[src/rtl/pdao_regs.vh]
// Constants of the deviation, alarm and torque output block: offsets, fields, resets, timing.
// Assumes a 25 MHz reference clock and a 32-bit classic Wishbone register port.
// Notes on behaviour
// RULE1: error is absolute setpoint minus process value
// RULE2: deviation flag on when error exceeds level
// RULE3: deviation flag off when error below level
// RULE4: deviation function selected by option code 04
// RULE5: deviation level resets to three percent
// RULE6: alarm on while fault and trip mode
// RULE7: alarm off once fault cleared until next
// RULE8: alarm is code 05, routable to any output
// RULE9: alarm follows fault after about 300 ms
// RULE10: relay polarity resets to normally closed, 0
// RULE11: closed mode energizes relay within 2 s
// RULE12: closed mode de-energizes relay on trip
// RULE13: open mode energizes relay only on trip
// RULE14: torque flag on when torque exceeds level
// RULE15: alarm off when no fault since clear
// RULE16: error equal to level keeps deviation flag
`ifndef PDAO_REGS_VH
`define PDAO_REGS_VH

// ==========================================================
// Register byte offsets
`define PDAO_CTRL_OFS 8'h00
`define PDAO_DEVLVL_OFS 8'h04
`define PDAO_TRQLVL_OFS 8'h08
`define PDAO_ROUTE_OFS 8'h0C
`define PDAO_STAT_OFS 8'h10
`define PDAO_IRQ_STAT_OFS 8'h14
`define PDAO_IRQ_MASK_OFS 8'h18

// ==========================================================
// Field positions
`define PDAO_CTRL_POL_BIT 0
`define PDAO_CTRL_CLR_BIT 1
`define PDAO_ROUTE_O1_LSB 0
`define PDAO_ROUTE_O2_LSB 8
`define PDAO_ROUTE_RLY_LSB 16
`define PDAO_ST_DEV_BIT 0
`define PDAO_ST_ALM_BIT 1
`define PDAO_ST_TRQ_BIT 2
`define PDAO_ST_RLY_BIT 3
`define PDAO_ST_RDY_BIT 4

// ==========================================================
// Option codes and reset values
`define PDAO_OPT_DEV 8'h04
`define PDAO_OPT_ALM 8'h05
`define PDAO_POL_NC 1'b0
`define PDAO_DEVLVL_RST 16'h0003
`define PDAO_TRQLVL_RST 16'h0064
`define PDAO_ROUTE_RST 24'h05_0504

// ==========================================================
// Timing in its own units, counts derived from the clock rate
`define PDAO_CLK_HZ 25000000
`define PDAO_ALM_DLY_MS 300
`define PDAO_PWRUP_MS 1000
`define PDAO_ALM_DLY_CYC (`PDAO_CLK_HZ / 1000 * `PDAO_ALM_DLY_MS)
`define PDAO_PWRUP_CYC (`PDAO_CLK_HZ / 1000 * `PDAO_PWRUP_MS)

`endif

[src/rtl/pdao_top.v]
// Deviation, alarm and over-torque outputs with Wishbone registers and interrupt.
// Assumes one 25 MHz clock; fault and trip inputs come from other clock
// domains or pins and are synchronised here; PID and torque values are
// synchronous samples from logic on the same clock.
`timescale 1ns/1ns
`include "pdao_regs.vh"
module pdao_top
#(
	parameter integer WIDTH = 16,
	parameter integer ALM_DLY_CYC = `PDAO_ALM_DLY_CYC,
	parameter integer PWRUP_CYC = `PDAO_PWRUP_CYC
)
(
	input wire i_ref_clk, // Reference clock
	input wire i_srst, // Synchronous reset, high
	// Wishbone slave
	input wire i_wb_cyc, // Cycle
	input wire i_wb_stb, // Strobe
	input wire i_wb_we, // Write enable
	input wire [7:0] i_wb_adr, // Byte address
	input wire [3:0] i_wb_sel, // Byte lanes
	input wire [31:0] i_wb_dat, // Write data
	output reg [31:0] o_wb_dat, // Read data
	output wire o_wb_ack, // Acknowledge
	// Process samples
	input wire [WIDTH-1:0] i_setpoint, // PID target
	input wire [WIDTH-1:0] i_process, // PID measured value
	input wire [WIDTH-1:0] i_torque, // Estimated torque
	// Fault status from the drive, asynchronous
	input wire i_fault, // Fault present
	input wire i_trip, // Drive in trip mode
	// Outputs
	output reg o_pid_error_excess_flag, // Deviation flag
	output reg o_fault_trip_flag, // Alarm flag, delayed
	output reg o_torque_excess_flag, // Over-torque flag
	output reg o_oc1_n, // Open-collector output 1, low on
	output reg o_oc2_n, // Open-collector output 2, low on
	output reg o_relay_coil, // Relay coil energized
	output reg o_irq // Interrupt, level
);

// ==========================================================
// Registers
reg pol_q; // Relay polarity, 0 closed, 1 open
reg [WIDTH-1:0] devlvl_q; // deviation_level_setting
reg [WIDTH-1:0] trqlvl_q; // Torque level
reg [7:0] rt_o1_q; // Option code on output 1
reg [7:0] rt_o2_q; // Option code on output 2
reg [7:0] rt_rly_q; // Option code on relay
reg [3:0] ist_q; // Sticky events
reg [3:0] imsk_q; // Event mask
reg ack_q; // Bus acknowledge
reg alm_latch_q; // Alarm held until clear
reg clr_pulse_q; // Software alarm clear
reg [31:0] pwr_cnt_q; // Power-up settle count
reg ready_q; // Settle interval passed
reg dev_prev_q; // Edge detect deviation
reg alm_prev_q; // Edge detect alarm
reg trq_prev_q; // Edge detect torque
reg flt_prev_q; // Edge detect raw fault

// Two-stage synchronisers; stage one read only by stage two
reg flt_s1_q;
reg flt_s2_q;
reg trp_s1_q;
reg trp_s2_q;

wire dev_w; // Deviation flag from comparator
wire alm_raw_w; // Undelayed alarm
wire alm_dly_w; // Delayed alarm
wire req_w = i_wb_cyc & i_wb_stb & ~ack_q;
wire wr_w = i_wb_cyc & i_wb_stb & i_wb_we & ack_q; // Lands at the edge ack is seen
wire [3:0] ev_w; // Rising events this cycle

// Select the level chosen by an option code
function route_sel;
	input [7:0] code;
	input dev;
	input alm;
	input trq;
	begin
		case (code)
			`PDAO_OPT_DEV: route_sel = dev; // see RULE4
			`PDAO_OPT_ALM: route_sel = alm; // see RULE8
			8'h07: route_sel = trq;
			default: route_sel = 1'b0;
		endcase
	end
endfunction

// Byte-lane merge of a write into a 32-bit word
function [31:0] lane_merge;
	input [31:0] old;
	input [31:0] nw;
	input [3:0] sel;
	integer k;
	begin
		lane_merge = old;
		for (k = 0; k < 4; k = k + 1)
		begin
			if (sel[k])
			begin
				lane_merge[k*8 +: 8] = nw[k*8 +: 8];
			end
		end
	end
endfunction

// Register words with a write merged in, lane by lane
wire [31:0] devlvl_mrg_w = lane_merge({{(32-WIDTH){1'b0}}, devlvl_q}, i_wb_dat, i_wb_sel);
wire [31:0] trqlvl_mrg_w = lane_merge({{(32-WIDTH){1'b0}}, trqlvl_q}, i_wb_dat, i_wb_sel);
wire [31:0] route_mrg_w = lane_merge({8'h00, rt_rly_q, rt_o2_q, rt_o1_q}, i_wb_dat, i_wb_sel);

// ==========================================================
// Synchronise the drive fault and trip levels
always @(posedge i_ref_clk)
begin
	if (i_srst)
	begin
		flt_s1_q <= 1'b0;
		flt_s2_q <= 1'b0;
		trp_s1_q <= 1'b0;
		trp_s2_q <= 1'b0;
	end
	else
	begin
		flt_s1_q <= i_fault;
		flt_s2_q <= flt_s1_q;
		trp_s1_q <= i_trip;
		trp_s2_q <= trp_s1_q;
	end
end

// ==========================================================
// Deviation comparison
pdao_compare #(
	.WIDTH(WIDTH)
) u_cmp (
	.i_ref_clk(i_ref_clk),
	.i_srst(i_srst),
	.i_setpoint(i_setpoint),
	.i_process(i_process),
	.i_level(devlvl_q),
	.o_error(),
	.o_flag(dev_w)
);

// ==========================================================
// Alarm latch: set while fault and trip mode both stand, held until fault gone
// or a clear is written; set wins over clear in the same cycle
always @(posedge i_ref_clk)
begin
	if (i_srst)
	begin
		alm_latch_q <= 1'b0;
		flt_prev_q <= 1'b0;
	end
	else
	begin
		flt_prev_q <= flt_s2_q;
		if (flt_s2_q & trp_s2_q)
		begin
			alm_latch_q <= 1'b1; // see RULE6
		end
		else if (clr_pulse_q | ~flt_s2_q)
		begin
			// Fault gone or clear written: inactive until fault and trip mode again, see RULE7
			alm_latch_q <= 1'b0; // see RULE15
		end
	end
end

assign alm_raw_w = alm_latch_q;

// Nominal output delay behind the fault indication
pdao_delay #(
	.DELAY_CYC(ALM_DLY_CYC)
) u_dly (
	.i_ref_clk(i_ref_clk),
	.i_srst(i_srst),
	.i_level(alm_raw_w),
	.o_level(alm_dly_w)
);

// ==========================================================
// Power-up settle before a normally closed relay may energize
always @(posedge i_ref_clk)
begin
	if (i_srst)
	begin
		pwr_cnt_q <= 32'h0000_0000;
		ready_q <= 1'b0;
	end
	else if (!ready_q)
	begin
		if (pwr_cnt_q >= PWRUP_CYC - 1)
		begin
			ready_q <= 1'b1; // see RULE11
		end
		else
		begin
			pwr_cnt_q <= pwr_cnt_q + 32'h0000_0001;
		end
	end
end

// ==========================================================
// Output stage; open-collector pins are active low
always @(posedge i_ref_clk)
begin
	if (i_srst)
	begin
		o_pid_error_excess_flag <= 1'b0;
		o_fault_trip_flag <= 1'b0;
		o_torque_excess_flag <= 1'b0;
		o_oc1_n <= 1'b1;
		o_oc2_n <= 1'b1;
		o_relay_coil <= 1'b0;
	end
	else
	begin
		o_pid_error_excess_flag <= dev_w;
		o_fault_trip_flag <= alm_dly_w;
		o_torque_excess_flag <= (i_torque > trqlvl_q); // see RULE14
		o_oc1_n <= ~route_sel(rt_o1_q, dev_w, alm_dly_w, o_torque_excess_flag);
		o_oc2_n <= ~route_sel(rt_o2_q, dev_w, alm_dly_w, o_torque_excess_flag);
		if (rt_rly_q == `PDAO_OPT_ALM && pol_q == `PDAO_POL_NC)
		begin
			// Closed: coil held while healthy, dropped on trip, see RULE12
			o_relay_coil <= ready_q & ~alm_dly_w; // see RULE11
		end
		else if (rt_rly_q == `PDAO_OPT_ALM)
		begin
			// Open: coil only while the trip stands
			o_relay_coil <= alm_dly_w; // see RULE13
		end
		else
		begin
			o_relay_coil <= ready_q & route_sel(rt_rly_q, dev_w, alm_dly_w,
				o_torque_excess_flag);
		end
	end
end

// ==========================================================
// Interrupt events: rising edges of each flag and of the raw fault
always @(posedge i_ref_clk)
begin
	if (i_srst)
	begin
		dev_prev_q <= 1'b0;
		alm_prev_q <= 1'b0;
		trq_prev_q <= 1'b0;
	end
	else
	begin
		dev_prev_q <= dev_w;
		alm_prev_q <= alm_dly_w;
		trq_prev_q <= o_torque_excess_flag;
	end
end

assign ev_w = {flt_s2_q & ~flt_prev_q, o_torque_excess_flag & ~trq_prev_q,
	alm_dly_w & ~alm_prev_q, dev_w & ~dev_prev_q};

// ==========================================================
// Register writes, sticky status and one-cycle acknowledge
always @(posedge i_ref_clk)
begin
	if (i_srst)
	begin
		ack_q <= 1'b0;
		pol_q <= `PDAO_POL_NC; // see RULE10
		devlvl_q <= `PDAO_DEVLVL_RST; // see RULE5
		trqlvl_q <= `PDAO_TRQLVL_RST;
		{rt_rly_q, rt_o2_q, rt_o1_q} <= `PDAO_ROUTE_RST;
		ist_q <= 4'h0;
		imsk_q <= 4'h0;
		clr_pulse_q <= 1'b0;
	end
	else
	begin
		ack_q <= req_w;
		clr_pulse_q <= 1'b0;
		// Write one to clear; a new event in the same cycle stays set
		ist_q <= (ist_q & ~((wr_w && i_wb_adr == `PDAO_IRQ_STAT_OFS && i_wb_sel[0])
			? i_wb_dat[3:0] : 4'h0)) | ev_w;
		if (wr_w)
		begin
			case (i_wb_adr)
				`PDAO_CTRL_OFS:
				begin
					if (i_wb_sel[0])
					begin
						pol_q <= i_wb_dat[`PDAO_CTRL_POL_BIT];
						clr_pulse_q <= i_wb_dat[`PDAO_CTRL_CLR_BIT];
					end
				end
				`PDAO_DEVLVL_OFS: devlvl_q <= devlvl_mrg_w[WIDTH-1:0];
				`PDAO_TRQLVL_OFS: trqlvl_q <= trqlvl_mrg_w[WIDTH-1:0];
				`PDAO_ROUTE_OFS: {rt_rly_q, rt_o2_q, rt_o1_q} <= route_mrg_w[23:0];
				`PDAO_IRQ_MASK_OFS:
				begin
					if (i_wb_sel[0])
					begin
						imsk_q <= i_wb_dat[3:0];
					end
				end
				default:
				begin
					// Unmapped or read-only: acknowledged and ignored
				end
			endcase
		end
	end
end

assign o_wb_ack = ack_q;

// ==========================================================
// Read data registered with the request; unmapped reads return zero
always @(posedge i_ref_clk)
begin
	if (i_srst)
	begin
		o_wb_dat <= 32'h0000_0000;
		o_irq <= 1'b0;
	end
	else
	begin
		o_irq <= |(ist_q & imsk_q);
		if (req_w && !i_wb_we)
		begin
			case (i_wb_adr)
				`PDAO_CTRL_OFS: o_wb_dat <= {31'h0000_0000, pol_q};
				`PDAO_DEVLVL_OFS: o_wb_dat <= {{(32-WIDTH){1'b0}}, devlvl_q};
				`PDAO_TRQLVL_OFS: o_wb_dat <= {{(32-WIDTH){1'b0}}, trqlvl_q};
				`PDAO_ROUTE_OFS: o_wb_dat <= {8'h00, rt_rly_q, rt_o2_q, rt_o1_q};
				`PDAO_STAT_OFS: o_wb_dat <= {27'h000_0000, ready_q, o_relay_coil,
					o_torque_excess_flag, o_fault_trip_flag, o_pid_error_excess_flag};
				`PDAO_IRQ_STAT_OFS: o_wb_dat <= {28'h000_0000, ist_q};
				`PDAO_IRQ_MASK_OFS: o_wb_dat <= {28'h000_0000, imsk_q};
				default: o_wb_dat <= 32'h0000_0000;
			endcase
		end
	end
end

endmodule

[src/rtl/pdao_delay.v]
// Delay line for a single level: output follows input after a fixed hold time.
// Assumes a synchronous input on the same clock; the count is a parameter.
`timescale 1ns/1ns
module pdao_delay
#(
	parameter integer DELAY_CYC = 7500000
)
(
	input wire i_ref_clk, // Reference clock
	input wire i_srst, // Synchronous reset, high
	input wire i_level, // Level to delay
	output reg o_level // Delayed level
);

// Cycles the input has differed from the output
reg [31:0] cnt_q;

// ==========================================================
// Output changes only once the input has held its new value long enough,
// so a glitch shorter than the delay never reaches the output
always @(posedge i_ref_clk)
begin
	if (i_srst)
	begin
		cnt_q <= 32'h0000_0000;
		o_level <= 1'b0;
	end
	else if (i_level == o_level)
	begin
		cnt_q <= 32'h0000_0000;
	end
	else if (cnt_q >= DELAY_CYC - 1)
	begin
		// Hold time reached
		cnt_q <= 32'h0000_0000;
		o_level <= i_level; // see RULE9
	end
	else
	begin
		cnt_q <= cnt_q + 32'h0000_0001;
	end
end

endmodule

[src/rtl/pdao_compare.v]
// Magnitude and threshold comparison for the PID deviation flag.
// Assumes setpoint and process value are unsigned samples in the same clock.
`timescale 1ns/1ns
module pdao_compare
#(
	parameter integer WIDTH = 16
)
(
	input wire i_ref_clk, // Reference clock
	input wire i_srst, // Synchronous reset, high
	input wire [WIDTH-1:0] i_setpoint, // Target value
	input wire [WIDTH-1:0] i_process, // Measured value
	input wire [WIDTH-1:0] i_level, // Deviation level
	output reg [WIDTH-1:0] o_error, // Error magnitude
	output reg o_flag // Deviation flag
);

// Absolute difference of two unsigned values
function [WIDTH-1:0] abs_diff;
	input [WIDTH-1:0] a;
	input [WIDTH-1:0] b;
	begin
		abs_diff = (a > b) ? (a - b) : (b - a);
	end
endfunction

wire [WIDTH-1:0] err_w = abs_diff(i_setpoint, i_process); // see RULE1

// ==========================================================
// Flag with a dead band of one point: equal leaves it alone
always @(posedge i_ref_clk)
begin
	if (i_srst)
	begin
		o_error <= {WIDTH{1'b0}};
		o_flag <= 1'b0;
	end
	else
	begin
		o_error <= err_w;
		if (err_w > i_level)
		begin
			o_flag <= 1'b1; // see RULE2
		end
		else if (err_w < i_level)
		begin
			o_flag <= 1'b0; // see RULE3
		end
		// Equal: previous state kept, see RULE16
	end
end

endmodule

[config.mk]
export PLATFORM = sky130hd
export DESIGN_NAME = pdao_top
export DESIGN_NICKNAME = d
export VERILOG_FILES = /design/src/rtl/pdao_top.v /design/src/rtl/pdao_delay.v /design/src/rtl/pdao_compare.v
export VERILOG_INCLUDE_DIRS = /design/src /design/src/rtl
export SDC_FILE = /design/constraint.sdc
export NUM_CORES = 1
export LEC_CHECK = 0
export BUFFER_PORTS_ARGS = -buffer_cell sky130_fd_sc_hd__buf_4
export CAP_MARGIN = 30
export CORE_MARGIN = 2
export CORE_UTILIZATION = 40
export DETAILED_ROUTE_END_ITERATION = 8
export PLACE_DENSITY = 0.66
export SLEW_MARGIN = 5
export SYNTH_ARGS = -nofsm -noshare
export SYNTH_HDL_FRONTEND = slang
export SYNTH_SLANG_ARGS = --single-unit
[constraint.sdc]
create_clock -name i_ref_clk -period 5 [get_ports i_ref_clk]
set_clock_uncertainty 0.05 [all_clocks]
set_input_delay 0.75 -clock i_ref_clk [delete_from_list [all_inputs] [get_ports i_ref_clk]]
set_output_delay 0.75 -clock i_ref_clk [all_outputs]
set_load 0.02 [all_outputs]
==> reports/qor.txt <==
Synth Warn # = 0
Num CTS Buffers = 17
Vias/cell = 5.23
Worst-path cell chain = buf_4, inv_1, ha_1, inv_1, fa_1, a211oi_1, o21ai_0, a211oi_2, or2_2, buf_4, a211oi_1, a2111oi_0, ha_1, nand4_1, nor2_1, a31oi_1, o2111ai_1, a21bo_2
Cell internal pwr = 2.33 mW
Register area share after synthesis = 36.1%
Sw frac = 28.4%
Hold path start = trp_s1_q
Postcts setup bufs = 0
Critical Path Sink Type = flop
TNS Setup = 0 ns
Worst-Margin Slew = 0.968 ns
R2r endpoint = pwr_cnt_q[23]
Layout cells sized above 1 = 15.2%
Hold worst-path end = trp_s2_q
H-tree Lvls = 4
Startpoint Class = input pin
EDFF count, synth = 0
DIE WIDTH = 158 um
Nets = 1400
Final worst path period share = 86.7%
Num Clock Sinks = 172
Placer Congestion = 0.872
CP max stage cell = a211oi_2
Die area = 25100 sq um
Clk pin slew, worst setup/hold paths = 0.07 ns
Total power = 3.25 mW
Row count = 56
Post-synth top cells = dfxtp_1 (172), nor2_1 (132), inv_1 (81)
Worst slack at placement = 0.254 ns
Status = finished, final reports clean
Psw = 924 uW
RSZ-0062 raised after global routing = no
Fmax = 231 MHz
Post-Layout Cell Count = 1566
Syn Inst Count = 1129
Netlist cell types = 67
Slowest stage delay, CP = 0.43 ns
Post-route ant nets = 0
Final min period = 4.34 ns
CTS tree = built
Worst Slack Setup Final = 0.663 ns
Vias in the first global route = 7670
Crit Path Max Fanout = 10
Max-cap viol count = 0
First-pass GRT wire length = 39300 um
Setup violations, final = 0
IO buf count = 121
CTS root buffer = clkbuf_16
Top-count cell post-synth = dfxtp_1
Largest net degree at the start of global routing = 72
Gr ovfl total = 0
Leak = 4.54 nW
# diodes = 0
Dpl cells = 1533
Routed WL = 24300 um
Post-synth top area cell = dfxtp_1
Setup Crit Path Kind = in -> reg
Mean Syn Cell Area = 8.44 sq um
Post-CTS Hold Buffers = 0
Crit path from = i_setpoint[0]
Post-Synthesis Cell Area = 9530 sq um
Flop pwr share = 43.3%
Placeable core area = 23400 sq um
Io pins = 139
R2R Path Start = pwr_cnt_q[0]
WP data required = 5.34 ns
DR iter-0 viols = 512
Reg2Reg Depth = 7
Post-CTS sizing = 0
DRC Markers = 0
Hold Fails Final Rpt = 0
Clock tree buffer depth = 2
Die Height = 158 um
Logic gate share of total power = 15.4%
Synth top area cells = dfxtp_1 (36%), ha_1 (8.5%), mux2i_1 (6.1%)
Pwr dens = 288 nW/um^2
Clk Latency, worst-skew pair = 0.44 ns
VDD IR-drop max = 0.241 mV
Antenna violations before repair = 0
Vias after detailed routing = 8194
Most common flop cell mapped by yosys = dfxtp_1
P&R area growth vs syn = 18.6%
Worst Hold Depth = 1
Synthesis-stage register bit count = 172
WL/cell = 15.5 um
Total GRT Usage = 19.8%
FFs w/ async S/R, synth = 0%
Hpwl dp = 18200 um
1st-pass router iterations = 5
Final Max Slew Viols = 0
Clock power share = 41.2%
Starting density of the core = 40.7%
Max_slew headroom = 35.5%
R2R Setup Slk = 2.01 ns
Post-synth top area share = 36.1%
Worst endpoint data arrival time = 4.67 ns
Hold Path Class = reg -> reg
-- critical path: cells and delay by family --
| family | cells | cell delay (ns) |
|---|---|---|
| AO/OA/AOI/OAI | 8 | 2.04 |
| adder cells (fa/ha/maj) | 3 | 0.92 |
| buffers and inverters | 4 | 0.40 |
| AND/OR/NAND/NOR | 3 | 0.56 |
-- placed cells by master (no fill, tap or decap), drive strengths merged, types with 10 or more instances in the layout --
master | netlist | final
nand2 | 76 | 76
a22o | 11 | 11
nor2b | 27 | 27
o2111ai | 13 | 13
nor3 | 21 | 21
conb | 1 | 17
xnor2 | 21 | 21
buf | 20 | 133
a21o | 15 | 15
and3 | 14 | 14
nor2 | 135 | 135
a22oi | 16 | 16
nor4 | 10 | 10
inv | 81 | 91
o211ai | 15 | 15
dfxtp | 172 | 172
o21ai | 42 | 42
ha | 65 | 65
a21oi | 67 | 67
nand4 | 17 | 17
nand3 | 46 | 46
clkbuf | 43 | 17
mux2i | 58 | 58
xor2 | 32 | 32
-- per-layer routing --
layer	track usage, %	vias up	share of wire (%)	wire, um
li1	-	4155	-	-
met1	27.1	3822	47	11400
met2	31.1	186	45	11000
met3	4.03	31	5.8	1400
met4	6.61	0	1.9	468
met5	0	-	0	0
-- cell families (layout without fill, tap and decap cells) --
group | after synthesis | count (layout) | synth area share, %
AOI/OAI and AO/OA | 232 | 232 | 16.2
xor gates and xnor gates | 53 | 53 | 4.87
adders and majority gates | 67 | 67 | 8.95
buffers and inverters | 144 | 246 | 6.37
DFF | 172 | 172 | 36.1
muxes | 65 | 65 | 7.04
other | 1 | 17 | 0.0394
and+or+nand+nor | 395 | 395 | 20.4
-- sequential cells by signal (all words and copies together), names as in the netlist, 4 cells and up --
signal and count:
pwr_cnt_q 32, u_dly.cnt_q 32, o_wb_dat 24, devlvl_q 16
trqlvl_q 16, rt_o1_q 8, rt_o2_q 8, rt_rly_q 8
imsk_q 4, ist_q 4
-- how the worst max path moves through the flow --
stage	endpoint	cells after the start
detailed placement	u_cmp.o_flag	18
global placement	u_cmp.o_flag	18
finish	u_cmp.o_flag	18
global route	u_cmp.o_flag	18
floorplan	u_cmp.o_flag	18
CTS	u_cmp.o_flag	18
-- per-stage QoR --
step	cell area, sq um	hold slack (ns)	util (%)
6_report	11300	0.404	48.3
5_1_grt	11300	0.430	48.3
2_1_floorplan	9590	0.364	-
3_5_place_dp	10700	0.396	45.6
4_1_cts	11300	0.406	48.2
3_3_place_gp	10700	0.382	45.6
-- layout make-up --
cell class	count	area, sq um
clock buffers	17	425
flip-flops and latches	172	3440
clock inverters	15	170
multi-input cells	829	5540
well taps	319	399
repair buffers	133	1020
inverters	81	304
fillers	2296	12100
-- power by group through the flow --
stage	Sequential (mW)	Combinational, mW	Clock, mW
2_1_floorplan	1.44	0.332	0
3_3_place_gp	1.44	0.490	0
3_5_place_dp	1.44	0.495	0
4_1_cts	1.41	0.498	1.37
5_1_grt	1.41	0.561	1.43
6_report	1.41	0.501	1.34
Note: power is estimated with default switching activity, not from simulation.
